$ cat src/rtl/rtc_map.svh
// Register offsets, field positions, reset values and timing constants for the RTC support block
`ifndef RTC_MAP_SVH
`define RTC_MAP_SVH
`define ADDR_CAL_CONFIG 8'h0f
`define ADDR_INTERVAL_LENGTH 8'h10
`define ADDR_GAIN_LOW 8'h11
`define ADDR_GAIN_HIGH 8'h12
`define ADDR_TEMP_OFFSET 8'h13
`define ADDR_INTERVAL_CONFIG 8'ha1
`define ADDR_ALARM_CONFIG 8'ha2
`define ADDR_IRQ_ENABLE_PRIO 8'ha9
`define ADDR_NOMINAL_COMP 8'hf6
`define ADDR_TEMP_COMP 8'hf7
`define BYTE_RESET 8'h00
`define INTERVAL_RESET 8'hff
`define IC_ENABLE 0
`define IC_SINGLE_SHOT 1
`define IC_FLAG 2
`define IC_TB_LO 3
`define IC_TB_HI 4
`define AC_FLAG 6
`define AC_EN_HI 4
`define IE_RTC_ENABLE 2
`define CAL_ENABLE 6
`define CAL_FSEL_LO 4
`define CAL_FSEL_HI 5
`define CAL_PINS_HI 3
`define GAIN_AUTO 7
`define GAIN_SHIFT 15
`define COMP_LIMIT 124
`define TEMP_COMP_MAX 127
`define PPM_PER_STEP 2
`define PPM_FULL 1000000
`define XTAL_HZ 32768
`define FAST_HALF_STEP 1000
`define DIV_1HZ_BIT 14
`define DIV_512HZ_BIT 5
`endif

$ cat src/rtl/rtc_pkg.sv
// Types shared by the RTC support block
package rtc_pkg;
	typedef logic [7:0] sfr_byte_t;
	typedef logic signed [7:0] comp_t;
	typedef enum logic [1:0] {
		cal_1hz = 2'b00,
		cal_512hz = 2'b01,
		cal_500hz = 2'b10,
		cal_16khz = 2'b11
	} cal_freq_t;
endpackage : rtc_pkg

$ cat src/rtl/pulse_compensator.sv
// Crystal pulse insertion and removal spread evenly by a fractional accumulator
`include "rtc_map.svh"
module pulse_compensator
	import rtc_pkg::*;
#(
	parameter int ACC_W = 20
) (
	// Clock and control
	input wire logic ref_clk,
	input wire logic rst,
	input wire logic ce,
	// Crystal pulse in, signed correction in 2 ppm steps
	input wire logic xtal_pulse,
	input wire comp_t comp,
	// Corrected pulse out
	output logic out_pulse
);
	localparam logic [ACC_W-1:0] WRAP = ACC_W'(`PPM_FULL / `PPM_PER_STEP);
	logic [ACC_W-1:0] acc;
	logic [ACC_W-1:0] next_acc;
	logic [7:0] mag;
	logic owe_extra;
	logic adjust;

	always_comb begin
		mag = comp[7] ? 8'(-comp) : 8'(comp);
		next_acc = acc + ACC_W'(mag);
		adjust = next_acc >= WRAP;
		if (adjust) begin
			next_acc = next_acc - WRAP;
		end
	end

	// One step every WRAP/mag pulses keeps drift below one step
	always_ff @(posedge ref_clk) begin
		if (rst) begin
			acc <= '0;
			owe_extra <= 1'b0;
			out_pulse <= 1'b0;
		end else if (ce) begin
			out_pulse <= 1'b0;
			owe_extra <= 1'b0;
			if (xtal_pulse) begin
				acc <= next_acc;
				// Negative correction speeds the clock: add a pulse
				out_pulse <= !(adjust && !comp[7]);
				owe_extra <= adjust && comp[7];
			end else if (owe_extra) begin
				out_pulse <= 1'b1;
			end
		end
	end
endmodule : pulse_compensator

$ cat src/rtl/rtc_event_comp.sv
// RTC events, interval timer, alarm, crystal compensation and calibration output
`include "rtc_map.svh"
// Overview of operation
// Events set flag; enabled pending interrupt reaches core
// Vectoring leaves flag; software clears it
// Pending stays while flag set, even disabled
// Keep waking while RTC interrupt unserviced
// Enabled interval timer counts selected timebase
// Count equal to length raises interval event
// Repeat clears counter; single-shot holds it
// Software changes timebase in documented order
// Timebase write applies after one 128 Hz tick
// All enabled alarm fields matching sets alarm
// Alarm flag is bit 6 of alarm config
// Correct crystal by inserting or removing pulses
// Nominal plus temperature term, limited to 248 ppm
// Calibration output on pins, when enabled
// Normal modes give 1 Hz and 512 Hz
// Fast modes give 500 Hz and 16.384 kHz
// Fast modes clock RTC 125 times faster
// Temperature term is gain times offset squared
// Auto compensation off at reset; then read-only
// Recompute term on each new temperature reading
// Software schedules background temperature readings
// Compensation readings leave result registers untouched
// Each pin-select bit routes output when enabled
// Signed compensation sum saturates, never wraps
// Corrections spread evenly, drift under one step
module rtc_event_comp
	import rtc_pkg::*;
(
	// Clock, reset, clock enable
	input wire logic ref_clk,
	input wire logic rst,
	input wire logic ce,
	// Special function register port
	input wire logic [7:0] sfr_addr,
	input wire logic sfr_wr,
	input wire logic [7:0] sfr_wdata,
	output sfr_byte_t sfr_rdata,
	// Time base pulses from the crystal domain
	input wire logic xtal_pulse,
	input wire logic tick_128hz,
	input wire logic [3:0] interval_tick,
	// Live timekeeping fields
	input wire logic [7:0] time_second,
	input wire logic [7:0] time_minute,
	input wire logic [7:0] time_hour,
	input wire logic [7:0] time_weekday,
	input wire logic [7:0] time_monthday,
	// Alarm settings
	input wire logic [7:0] alarm_second,
	input wire logic [7:0] alarm_minute,
	input wire logic [7:0] alarm_hour,
	input wire logic [7:0] alarm_weekday,
	input wire logic [7:0] alarm_monthday,
	// Background temperature measurement
	input wire logic [7:0] temperature_reading,
	input wire logic temp_reading_done,
	// Power mode inputs: full, battery and sleep
	input wire logic full_power_mode,
	input wire logic battery_power_mode,
	input wire logic sleep_power_mode,
	// Outputs
	output logic rtc_irq,
	output logic wake_request,
	output logic rtc_clk_pulse,
	output logic fast_cal_mode,
	output logic [3:0] cal_pin
);
	sfr_byte_t cal_config;
	sfr_byte_t interval_length;
	sfr_byte_t gain_low;
	sfr_byte_t gain_high;
	sfr_byte_t crystal_temp_offset;
	sfr_byte_t irq_enable_priority_two;
	comp_t rtc_nominal_comp;
	comp_t rtc_temperature_comp;
	logic interval_enable;
	logic single_shot_interval;
	logic [1:0] timebase_req;
	logic interval_enable_active;
	logic [1:0] timebase_active;
	logic interval_event_flag;
	logic [4:0] alarm_enable;
	logic alarm_event_flag;
	logic [7:0] interval_count;
	logic interval_held;
	logic interval_event;
	logic alarm_match;
	logic alarm_match_q;
	logic alarm_event;
	logic pending;
	comp_t comp_sum;
	logic corrected_pulse;
	logic [14:0] cal_div;
	logic [15:0] fast_acc;
	logic fast_wave;
	logic cal_wave;
	logic [14:0] crystal_temp_gain;
	logic signed [8:0] temp_delta;
	logic [16:0] delta_sq;
	logic [31:0] temp_product;
	logic [16:0] temp_term;

	function automatic logic wr_hit(input logic [7:0] addr);
		wr_hit = sfr_wr && (sfr_addr == addr);
	endfunction : wr_hit

	// Plain configuration bytes
	always_ff @(posedge ref_clk) begin
		if (rst) begin
			cal_config <= `BYTE_RESET;
			interval_length <= `INTERVAL_RESET;
			gain_low <= `BYTE_RESET;
			gain_high <= `BYTE_RESET;
			crystal_temp_offset <= `BYTE_RESET;
			irq_enable_priority_two <= `BYTE_RESET;
			rtc_nominal_comp <= comp_t'(`BYTE_RESET);
		end else if (ce) begin
			if (wr_hit(`ADDR_CAL_CONFIG)) cal_config <= sfr_wdata;
			if (wr_hit(`ADDR_INTERVAL_LENGTH)) interval_length <= sfr_wdata;
			if (wr_hit(`ADDR_GAIN_LOW)) gain_low <= sfr_wdata;
			if (wr_hit(`ADDR_GAIN_HIGH)) gain_high <= sfr_wdata;
			if (wr_hit(`ADDR_TEMP_OFFSET)) crystal_temp_offset <= sfr_wdata;
			if (wr_hit(`ADDR_IRQ_ENABLE_PRIO)) irq_enable_priority_two <= sfr_wdata;
			if (wr_hit(`ADDR_NOMINAL_COMP)) rtc_nominal_comp <= comp_t'(sfr_wdata);
		end
	end

	// Interval control; enable and timebase reach the counter on a 128 Hz tick
	always_ff @(posedge ref_clk) begin
		if (rst) begin
			interval_enable <= 1'b0;
			single_shot_interval <= 1'b0;
			timebase_req <= 2'b00;
			interval_enable_active <= 1'b0;
			timebase_active <= 2'b00;
		end else if (ce) begin
			if (wr_hit(`ADDR_INTERVAL_CONFIG)) begin
				interval_enable <= sfr_wdata[`IC_ENABLE];
				single_shot_interval <= sfr_wdata[`IC_SINGLE_SHOT];
				timebase_req <= sfr_wdata[`IC_TB_HI:`IC_TB_LO];
			end
			if (tick_128hz) begin
				interval_enable_active <= interval_enable;
				timebase_active <= timebase_req;
			end
		end
	end

	// Interval counter
	always_ff @(posedge ref_clk) begin
		if (rst) begin
			interval_count <= 8'h00;
			interval_held <= 1'b0;
			interval_event <= 1'b0;
		end else if (ce) begin
			interval_event <= 1'b0;
			if (!interval_enable_active) begin
				interval_count <= 8'h00;
				interval_held <= 1'b0;
			end else if (interval_held) begin
				interval_count <= 8'h00;
			end else if (interval_tick[timebase_active]) begin
				if (interval_count + 8'h01 == interval_length) begin
					interval_event <= 1'b1;
					interval_count <= 8'h00;
					interval_held <= single_shot_interval;
				end else begin
					interval_count <= interval_count + 8'h01;
				end
			end
		end
	end

	// Alarm compare; only the rising match counts so a cleared flag stays clear
	always_comb begin
		alarm_match = (|alarm_enable) &&
			(!alarm_enable[0] || time_second == alarm_second) &&
			(!alarm_enable[1] || time_minute == alarm_minute) &&
			(!alarm_enable[2] || time_hour == alarm_hour) &&
			(!alarm_enable[3] || time_weekday == alarm_weekday) &&
			(!alarm_enable[4] || time_monthday == alarm_monthday);
		alarm_event = alarm_match && !alarm_match_q;
	end

	// Alarm config and both event flags; a set in the clear cycle wins
	always_ff @(posedge ref_clk) begin
		if (rst) begin
			alarm_enable <= 5'h00;
			alarm_match_q <= 1'b0;
			alarm_event_flag <= 1'b0;
			interval_event_flag <= 1'b0;
		end else if (ce) begin
			alarm_match_q <= alarm_match;
			if (wr_hit(`ADDR_ALARM_CONFIG)) begin
				alarm_enable <= sfr_wdata[`AC_EN_HI:0];
				if (!sfr_wdata[`AC_FLAG]) alarm_event_flag <= 1'b0;
			end
			if (wr_hit(`ADDR_INTERVAL_CONFIG) && !sfr_wdata[`IC_FLAG]) begin
				interval_event_flag <= 1'b0;
			end
			if (alarm_event) alarm_event_flag <= 1'b1;
			if (interval_event) interval_event_flag <= 1'b1;
		end
	end

	assign pending = alarm_event_flag || interval_event_flag;

	// Interrupt and wake outputs follow the flags, not the vector fetch
	always_ff @(posedge ref_clk) begin
		if (rst) begin
			rtc_irq <= 1'b0;
			wake_request <= 1'b0;
		end else if (ce) begin
			rtc_irq <= pending && irq_enable_priority_two[`IE_RTC_ENABLE];
			wake_request <= pending && sleep_power_mode;
		end
	end

	// Temperature term from gain and squared offset
	always_comb begin
		crystal_temp_gain = {gain_high[6:0], gain_low};
		temp_delta = $signed({1'b0, temperature_reading}) - $signed({1'b0, crystal_temp_offset});
		delta_sq = 17'(temp_delta * temp_delta);
		temp_product = 32'(crystal_temp_gain) * 32'(delta_sq);
		temp_term = 17'(temp_product >> `GAIN_SHIFT);
	end

	// Compensation reads use a private path; no result register is touched here
	always_ff @(posedge ref_clk) begin
		if (rst) begin
			rtc_temperature_comp <= comp_t'(`BYTE_RESET);
		end else if (ce) begin
			if (gain_high[`GAIN_AUTO]) begin
				if (temp_reading_done) begin
					rtc_temperature_comp <= (temp_term > 17'(`TEMP_COMP_MAX)) ?
						comp_t'(`TEMP_COMP_MAX) : comp_t'(temp_term[7:0]);
				end
			end else if (wr_hit(`ADDR_TEMP_COMP)) begin
				rtc_temperature_comp <= comp_t'(sfr_wdata);
			end
		end
	end

	// Signed sum clipped to the allowed range
	always_comb begin
		logic signed [8:0] raw;
		raw = 9'(rtc_nominal_comp) + 9'(rtc_temperature_comp);
		if (raw > 9'sd`COMP_LIMIT) begin
			comp_sum = comp_t'(`COMP_LIMIT);
		end else if (raw < -9'sd`COMP_LIMIT) begin
			comp_sum = comp_t'(-`COMP_LIMIT);
		end else begin
			comp_sum = comp_t'(raw[7:0]);
		end
	end

	pulse_compensator u_comp (
		.ref_clk(ref_clk),
		.rst(rst),
		.ce(ce),
		.xtal_pulse(xtal_pulse),
		.comp(comp_sum),
		.out_pulse(corrected_pulse)
	);

	// Calibration dividers driven by the corrected clock
	always_ff @(posedge ref_clk) begin
		if (rst) begin
			cal_div <= 15'h0000;
			fast_acc <= 16'h0000;
			fast_wave <= 1'b0;
		end else if (ce && corrected_pulse) begin
			cal_div <= cal_div + 15'h0001;
			// Fractional step gives a 500 Hz average at some jitter cost
			if (fast_acc + 16'(`FAST_HALF_STEP) >= 16'(`XTAL_HZ)) begin
				fast_acc <= fast_acc + 16'(`FAST_HALF_STEP) - 16'(`XTAL_HZ);
				fast_wave <= !fast_wave;
			end else begin
				fast_acc <= fast_acc + 16'(`FAST_HALF_STEP);
			end
		end
	end

	always_comb begin
		case (cal_freq_t'(cal_config[`CAL_FSEL_HI:`CAL_FSEL_LO]))
			cal_1hz: cal_wave = cal_div[`DIV_1HZ_BIT];
			cal_512hz: cal_wave = cal_div[`DIV_512HZ_BIT];
			cal_500hz: cal_wave = fast_wave;
			cal_16khz: cal_wave = cal_div[0];
			default: cal_wave = 1'b0;
		endcase
	end

	// Pin routing, fast mode flag and the corrected clock pulse
	always_ff @(posedge ref_clk) begin
		if (rst) begin
			cal_pin <= 4'h0;
			fast_cal_mode <= 1'b0;
			rtc_clk_pulse <= 1'b0;
		end else if (ce) begin
			for (int i = 0; i <= `CAL_PINS_HI; i++) begin
				cal_pin[i] <= cal_config[`CAL_ENABLE] && cal_config[i] && cal_wave;
			end
			// Fast clocking only offered outside sleep
			fast_cal_mode <= cal_config[`CAL_FSEL_HI] && (full_power_mode || battery_power_mode);
			rtc_clk_pulse <= corrected_pulse;
		end
	end

	// Registered read; unmapped addresses read zero
	always_ff @(posedge ref_clk) begin
		if (rst) begin
			sfr_rdata <= `BYTE_RESET;
		end else if (ce) begin
			case (sfr_addr)
				`ADDR_CAL_CONFIG: sfr_rdata <= cal_config;
				`ADDR_INTERVAL_LENGTH: sfr_rdata <= interval_length;
				`ADDR_GAIN_LOW: sfr_rdata <= gain_low;
				`ADDR_GAIN_HIGH: sfr_rdata <= gain_high;
				`ADDR_TEMP_OFFSET: sfr_rdata <= crystal_temp_offset;
				`ADDR_IRQ_ENABLE_PRIO: sfr_rdata <= irq_enable_priority_two;
				`ADDR_NOMINAL_COMP: sfr_rdata <= rtc_nominal_comp;
				`ADDR_TEMP_COMP: sfr_rdata <= rtc_temperature_comp;
				// Enable reads back the applied state so software can poll it
				`ADDR_INTERVAL_CONFIG: sfr_rdata <= {3'b000, timebase_req,
					interval_event_flag, single_shot_interval, interval_enable_active};
				`ADDR_ALARM_CONFIG: sfr_rdata <= {1'b0, alarm_event_flag, 1'b0,
					alarm_enable};
				default: sfr_rdata <= `BYTE_RESET;
			endcase
		end
	end
endmodule : rtc_event_comp

$ cat config.mk
export PLATFORM = sky130hd
export DESIGN_NAME = rtc_event_comp
export DESIGN_NICKNAME = d
export VERILOG_FILES = /design/src/rtl/rtc_pkg.sv /design/src/rtl/pulse_compensator.sv /design/src/rtl/rtc_event_comp.sv
export VERILOG_INCLUDE_DIRS = /design/src /design/src/rtl
export SDC_FILE = /design/constraint.sdc
export NUM_CORES = 1
export LEC_CHECK = 0
export ABC_AREA = 1
export BUFFER_PORTS_ARGS = -buffer_cell sky130_fd_sc_hd__buf_4
export CAP_MARGIN = 25
export CORE_UTILIZATION = 56
export CTS_CLUSTER_DIAMETER = 80
export CTS_CLUSTER_SIZE = 8
export DETAILED_ROUTE_END_ITERATION = 7
export PLACE_DENSITY_LB_ADDON = 0.05
export SLEW_MARGIN = 0
export SYNTH_ARGS = -nofsm -noshare
export SYNTH_HDL_FRONTEND = slang
export SYNTH_SLANG_ARGS = --single-unit
export TNS_END_PERCENT = 1
$ cat constraint.sdc
create_clock -name ref_clk -period 29.7 [get_ports ref_clk]
set_clock_uncertainty 0.05 [all_clocks]
set_input_delay 5.94 -clock ref_clk [delete_from_list [all_inputs] [get_ports ref_clk]]
set_output_delay 5.94 -clock ref_clk [all_outputs]
set_load 0.05 [all_outputs]
# Word-level counts from Yosys, hierarchy flattened
# Index checks and enable logic that the tools add are counted.
[op_classes] n_addsub=9 mul=2 order_cmp=6 eq_ne=22 n_mux=33 n_reduce_logical=69
[ops] op="$mux 8" n=11
[ops] op="$pmux 8 s10" n=1
[ops] op="$eq 8x8->1" n=6
[ops] op="$eq 8x8->1 const B" n=5
[ops] op="$eq 8x5->1 const B" n=4
[ops] op="$mul 15x17->32" n=1
[ops] op="$logic_and 1x1->1" n=31
[ops] op="$reduce_and 2->1" n=14
[ops] op="$add 20x8->20" n=1
[ops] op="$ge 20x19->1 const B" n=1
[ops] op="$mux 20" n=1
[ops] op="$sub 20x19->20 const B" n=1
[ops] op="$gt 17x7->1 const B" n=1
[ops] op="$mul 9x9->17" n=1
[ops] op="$mux 1" n=17
[ops] op="$add 16x10->16 const B" n=1
[ops] op="$ge 16x16->1 const B" n=1
[ops] op="$mux 16" n=1
[ops] op="$sub 16x16->16 const B" n=1
[ops] op="$add 15x1->15 const B" n=1
[ops] op="$logic_not 1->1" n=10
[ops] op="$add 8x8->9" n=1
[ops] op="$gt 9x8->1 const B" n=1
[ops] op="$lt 9x8->1 const B" n=1
[ops] op="other kinds (17)" n=27
[word_totals] reg_bits=159

# Longest topological paths before layout
[logic_depth] word_depth=11 ltp_mapped=63 ltp_nobuf=63

# Hierarchy
# A second synthesis with hierarchy kept.
[hier_totals] hier_cells=2880 hier_area_um2=20413.3
[by_module_without_submodules] mod="rtc_event_comp" n_inst=1 cells_per_inst=2426 area_each_um2=17893.4
[by_module_without_submodules] mod="pulse_compensator" n_inst=1 cells_per_inst=454 area_each_um2=2519.9

# Least setup slack after synthesis
# OpenSTA, ideal clock, no wires.
[synth_path] path_kind="input to register" from="input port temperature_reading[0]" to="register rtc_temperature_comp[0]" setup_time_ns=0.132 t_arrival_ns=16.791 setup_slack_ns=12.726 cell_stages=54 n_path_buf=1 path_cell_list="inv_1 > ha_1 > inv_1 > fa_1 > a21o_1 > a21oi_1 > o31ai_1 > xor2_1 > clkinv_1 > nor2_1 > inv_1 > fa_1 > fa_1 > fa_1 > inv_1 > fa_1 > fa_1 > ha_1 > (+18 left out) > fa_1 > inv_1 > fa_1 > inv_1 > ha_1 > nand2_1 > nor2_1 > nand2_1 > nor2_1 > o21ai_0 > nand3_1 > nand2_1 > nand2_1 > nand3_1 > nor2_1 > nand4_1 > nand2_1 > a21oi_1"
[synth_between] elab_chain_cells=7
[synth_lines] element="start, declared" line="rtc_event_comp.sv:58" source="input wire logic [7:0] temperature_reading,"
[synth_lines] element="$sub 8x8->9 (*)" line="rtc_event_comp.sv:225" source="temp_delta = $signed({1'b0, temperature_reading}) - $signed({1'b0, crystal_temp_offset});"
[synth_lines] element="$mul 9x9->17 (*)" line="rtc_event_comp.sv:226" source="delta_sq = 17'(temp_delta * temp_delta);"
[synth_lines] element="$mul 15x17->32 (*)" line="rtc_event_comp.sv:227" source="temp_product = 32'(crystal_temp_gain) * 32'(delta_sq);"
[synth_lines] element="$gt 17x7->1" line="rtc_event_comp.sv:238" source="rtc_temperature_comp <= (temp_term > 17'(`TEMP_COMP_MAX)) ?"
[synth_lines] element="$mux 8 (*)" line="rtc_event_comp.sv:238"
[synth_lines] element="$mux 8 (*)" line="rtc_event_comp.sv:237" source="if (temp_reading_done) begin"
[synth_lines] element="$mux 8 (*)" line="rtc_event_comp.sv:236" source="if (gain_high[`GAIN_AUTO]) begin"
[synth_lines] element="end signal, assigned" line="rtc_event_comp.sv:234" source="rtc_temperature_comp <= comp_t'(`BYTE_RESET);"
[synth_lines] element="end signal, assigned" line="rtc_event_comp.sv:238"
[synth_lines] element="end signal, assigned" line="rtc_event_comp.sv:242" source="rtc_temperature_comp <= comp_t'(sfr_wdata);"
[synth_lines] element="end, declared" line="rtc_event_comp.sv:78" source="comp_t rtc_temperature_comp;"
# Mark *: on every way between the ends. The rest lies on a longest branch, timed or not. The select of a mux whose other input is x is not followed.
# A chain may end at the register's enable or synchronous reset.

# Final worst setup path
[layout_path] from="input port temperature_reading[0]" to="register rtc_temperature_comp[3]"
# The elaborated chain is that of the path after synthesis.

==> results.json <==
{
  "drtIter0Drc": 1364,
  "viasPerCell": 5.51,
  "syn_area_mm2": 0.0198,
  "ff2ff_path_depth": 56,
  "start_util_pct": 57.0,
  "regArea_mm2": 0.00312,
  "slew_headroom_pct": 42.3,
  "muxShareOfSynthArea_pct": 0,
  "status": "finished, final reports clean",
  "synth_simple_gate_area_share_pct": 22.8,
  "areaGrowthSynthToFinish_pct": 9.65,
  "cts.sinks": 156,
  "crit_top_cell": "fa_1",
  "layout-drive-gt1-share_pct": 6.74,
  "wl_per_cell_um": 17.0,
  "vias": 18300,
  "synth-adder-area-share_pct": 34.3,
  "slew_viol_final": 0,
  "port_buffers": 133,
  "synth_xor_area_share_pct": 3.50,
  "worst-setup-path-type": "in2reg",
  "vdd_drop_max_v": 0.000103,
  "power.switching_mw": 0.658,
  "grtUsageTotal_pct": 32.0,
  "swShare_pct": 55.7,
  "cts.path.max_buffers": 2,
  "routed_wl_mm": 56.5,
  "pwr-share-clk_pct": 17.8,
  "core_area_mm2": 0.0346,
  "tns_ns": 0,
  "cts-resized-gates": 0,
  "power_frac_comb_pct": 64.0,
  "num-fill-cells": 3195,
  "syn-mean-instance-area_um2": 7.17,
  "critPathLaunchType": "input port",
  "syn_inst": 2757,
  "antenna_left": 0,
  "ys_warn_count": 0,
  "die-area_mm2": 0.0360,
  "finalCritPeriodShare_pct": 60.7,
  "post_cts_buffers": 0,
  "synth_top_family_by_area": "adder cells",
  "cp_slowest_cell": "fa_1",
  "nets": 3368,
  "rsz0062_at_grt": "no",
  "finalSetupViolations": 0,
  "clk_latency_ns": 0.44,
  "p_per_area_mw_per_mm2": 54.6,
  "cts-root-buf": "clkbuf_16",
  "die_h_um": 190,
  "syn_nets": 3274,
  "synthTopCellsByArea": "fa_1 24%, dfxtp_1 16%, nand2_1 10%, inv_1 10%, ha_1 10%",
  "max_freq_ghz": 0.0554,
  "yosysSeqAreaShare_pct": 15.8,
  "hold_violations": 0,
  "fp.dieW_um": 190,
  "hold_buffers": 0,
  "antennaDiodeCount": 0,
  "cts.htree.levels": 4,
  "synth_top_area_share_pct": 24.0,
  "clk_pin_slew_ns": 0.06,
  "numCtsBuffers": 17,
  "seqPwrFrac_pct": 18.2,
  "gp_congestion": 0.986,
  "grt_pass1_wl_mm": 90.4,
  "p_leak_nw": 10.8,
  "row_count": 68,
  "maxCapViolCount": 0,
  "final_core_util_pct": 62.6,
  "cts_tree": "yes",
  "crit_arrival_ns": 18.27,
  "dp_hpwl_mm": 46.2,
  "remaining_drc_errors": 0,
  "fin_crit_ns": 18.04,
  "min_path_type": "reg2reg",
  "synth_compound_area_share_pct": 11.7,
  "crit_path_end_kind": "register",
  "whs_path_depth": 2,
  "grt_pass1_vias": 17900,
  "worstPathMaxFanout": 10,
  "max_slew.worst_pin.slew_ns": 0.861,
  "antenna_found_initial": 0,
  "required_ns": 29.93,
  "critical_path.max_stage_delay_ns": 0.55,
  "ys_types": 48,
  "grt_max_degree": 92,
  "drt_pass1_iterations": 5,
  "yosys.area.top_type": "fa_1",
  "multi_input_area_mm2": 0.0143,
  "ys_ff_latch": 156,
  "ios": 134,
  "grt_overflow": 0,
  "p_int_mw": 0.524
}
[cell type report]
class,count,area share (%)
Inverter,562,9.74
Multi-Input combinational cell,1976,65.9
Timing Repair Buffer,138,4.78
Clock buffer,19,2.00
Clock inverter,13,0.555
Tap cell,455,2.63
Sequential cell,156,14.4
[logic make-up (layout without fill, tap and decap cells)]
family | count (synthesis) | count (layout)
flops | 156 | 156
xor+xnor | 79 | 79
compound gates | 417 | 417
buf+inv | 625 | 732
fa+ha+maj | 399 | 399
other cells | 1 | 1
simple gates | 1080 | 1080
[cells in the mapped netlist, drive strengths merged]
cell type / count
nor4: 11
buf: 5
clkbuf: 58
o22ai: 15
a211oi: 8
inv: 551
nor3b: 3
xor2: 48
ha: 162
or2: 14
a31o: 1
clkinv: 11
a21o: 9
o211ai: 9
a21oi: 196
o2bb2ai: 1
conb: 1
o21bai: 5
o21a: 9
dfxtp: 156
a31oi: 3
fa: 237
o2111ai: 5
nor3: 34
a221oi: 12
nand4: 37
o21ai: 137
and2: 5
a21boi: 2
nor2: 290
nand2: 552
nand3b: 9
o41ai: 3
nand3: 125
xnor2: 31
a32o: 1
o31ai: 1
[through the flow]
step | hold WS [ns] | cells | instance area (um2) | worst slack [ns] | power, mW
4_1_cts | 0.398 | 3318 | 21700 | 11.78 | 1.18
3_3_place_gp | 0.380 | 3286 | 21100 | 11.57 | 0.942
6_report | 0.399 | 3319 | 21700 | 11.66 | 1.18
3_5_place_dp | 0.388 | 3286 | 21100 | 11.34 | 0.963
2_1_floorplan | 0.370 | 2757 | 19800 | 12.73 | 0.729
5_1_grt | 0.421 | 3319 | 21700 | 10.56 | 1.28
[layout by cell type (no fill, tap or decap), drive strengths merged, types with 11 or more instances in the layout]
cell	n
a21oi	196
a221oi	12
buf	138
clkbuf	19
clkinv	12
dfxtp	156
fa	237
ha	162
inv	561
nand2	552
nand3	125
nand4	37
nor2	290
nor3	34
nor4	11
o21ai	137
o22ai	15
or2	14
xnor2	31
xor2	48
[path summary, 6_finish.rpt]
| path | from | end | slack, ns |
|---|---|---|---|
| max | temperature_reading[0] | rtc_temperature_comp[3]$_SDFFE_PP0P_ | 11.66 |
| min | irq_enable_priority_two[0]$_SDFFE_PP0P_ | irq_enable_priority_two[0]$_SDFFE_PP0P_ | 0.40 |
| max reg2reg | crystal_temp_offset[2]$_SDFFE_PP0P_ | rtc_temperature_comp[3]$_SDFFE_PP0P_ | 16.84 |
| min reg2reg | irq_enable_priority_two[0]$_SDFFE_PP0P_ | irq_enable_priority_two[0]$_SDFFE_PP0P_ | 0.40 |
[metal layers]
| metal | up-vias | wire [um] | global-route usage [%] |
|---|---|---|---|
| li1 | 8825 | - | - |
| met3 | 116 | 3620 | 4.50 |
| met5 | - | 0 | 0 |
| met2 | 661 | 27700 | 55.0 |
| met1 | 8694 | 23400 | 40.9 |
| met4 | 0 | 1720 | 11.3 |
[worst max-delay path: cells and delay by family]
kind | cells | cell delay, ns
XOR/XNOR | 1 | 0.30
AND/OR/NAND/NOR | 20 | 2.91
AO/OA/AOI/OAI | 10 | 1.56
buffers and inverters | 10 | 0.93
adder cells (fa/ha/maj) | 15 | 6.58
[sequential cells by signal, summed over array words and instances (netlist names), 2 cells and up]
name,count
cal_div,15
fast_acc,13
interval_length,8
crystal_temp_offset,8
u_comp.acc,20
gain_low,8
timebase_req,2
timebase_active,2
cal_pin,4
irq_enable_priority_two,8
cal_config,8
gain_high,8
rtc_nominal_comp,8
rtc_temperature_comp,8
sfr_rdata,8
interval_count,8
alarm_enable,5
[power by group through the flow]
stage | registers, mW | logic [mW] | clock network (mW)
global placement | 0.220 | 0.722 | 0
CTS | 0.215 | 0.747 | 0.213
finish | 0.215 | 0.757 | 0.210
detailed placement | 0.220 | 0.743 | 0
global route | 0.216 | 0.840 | 0.221
floorplan | 0.221 | 0.508 | 0
Power figures use the tool's default switching activity.
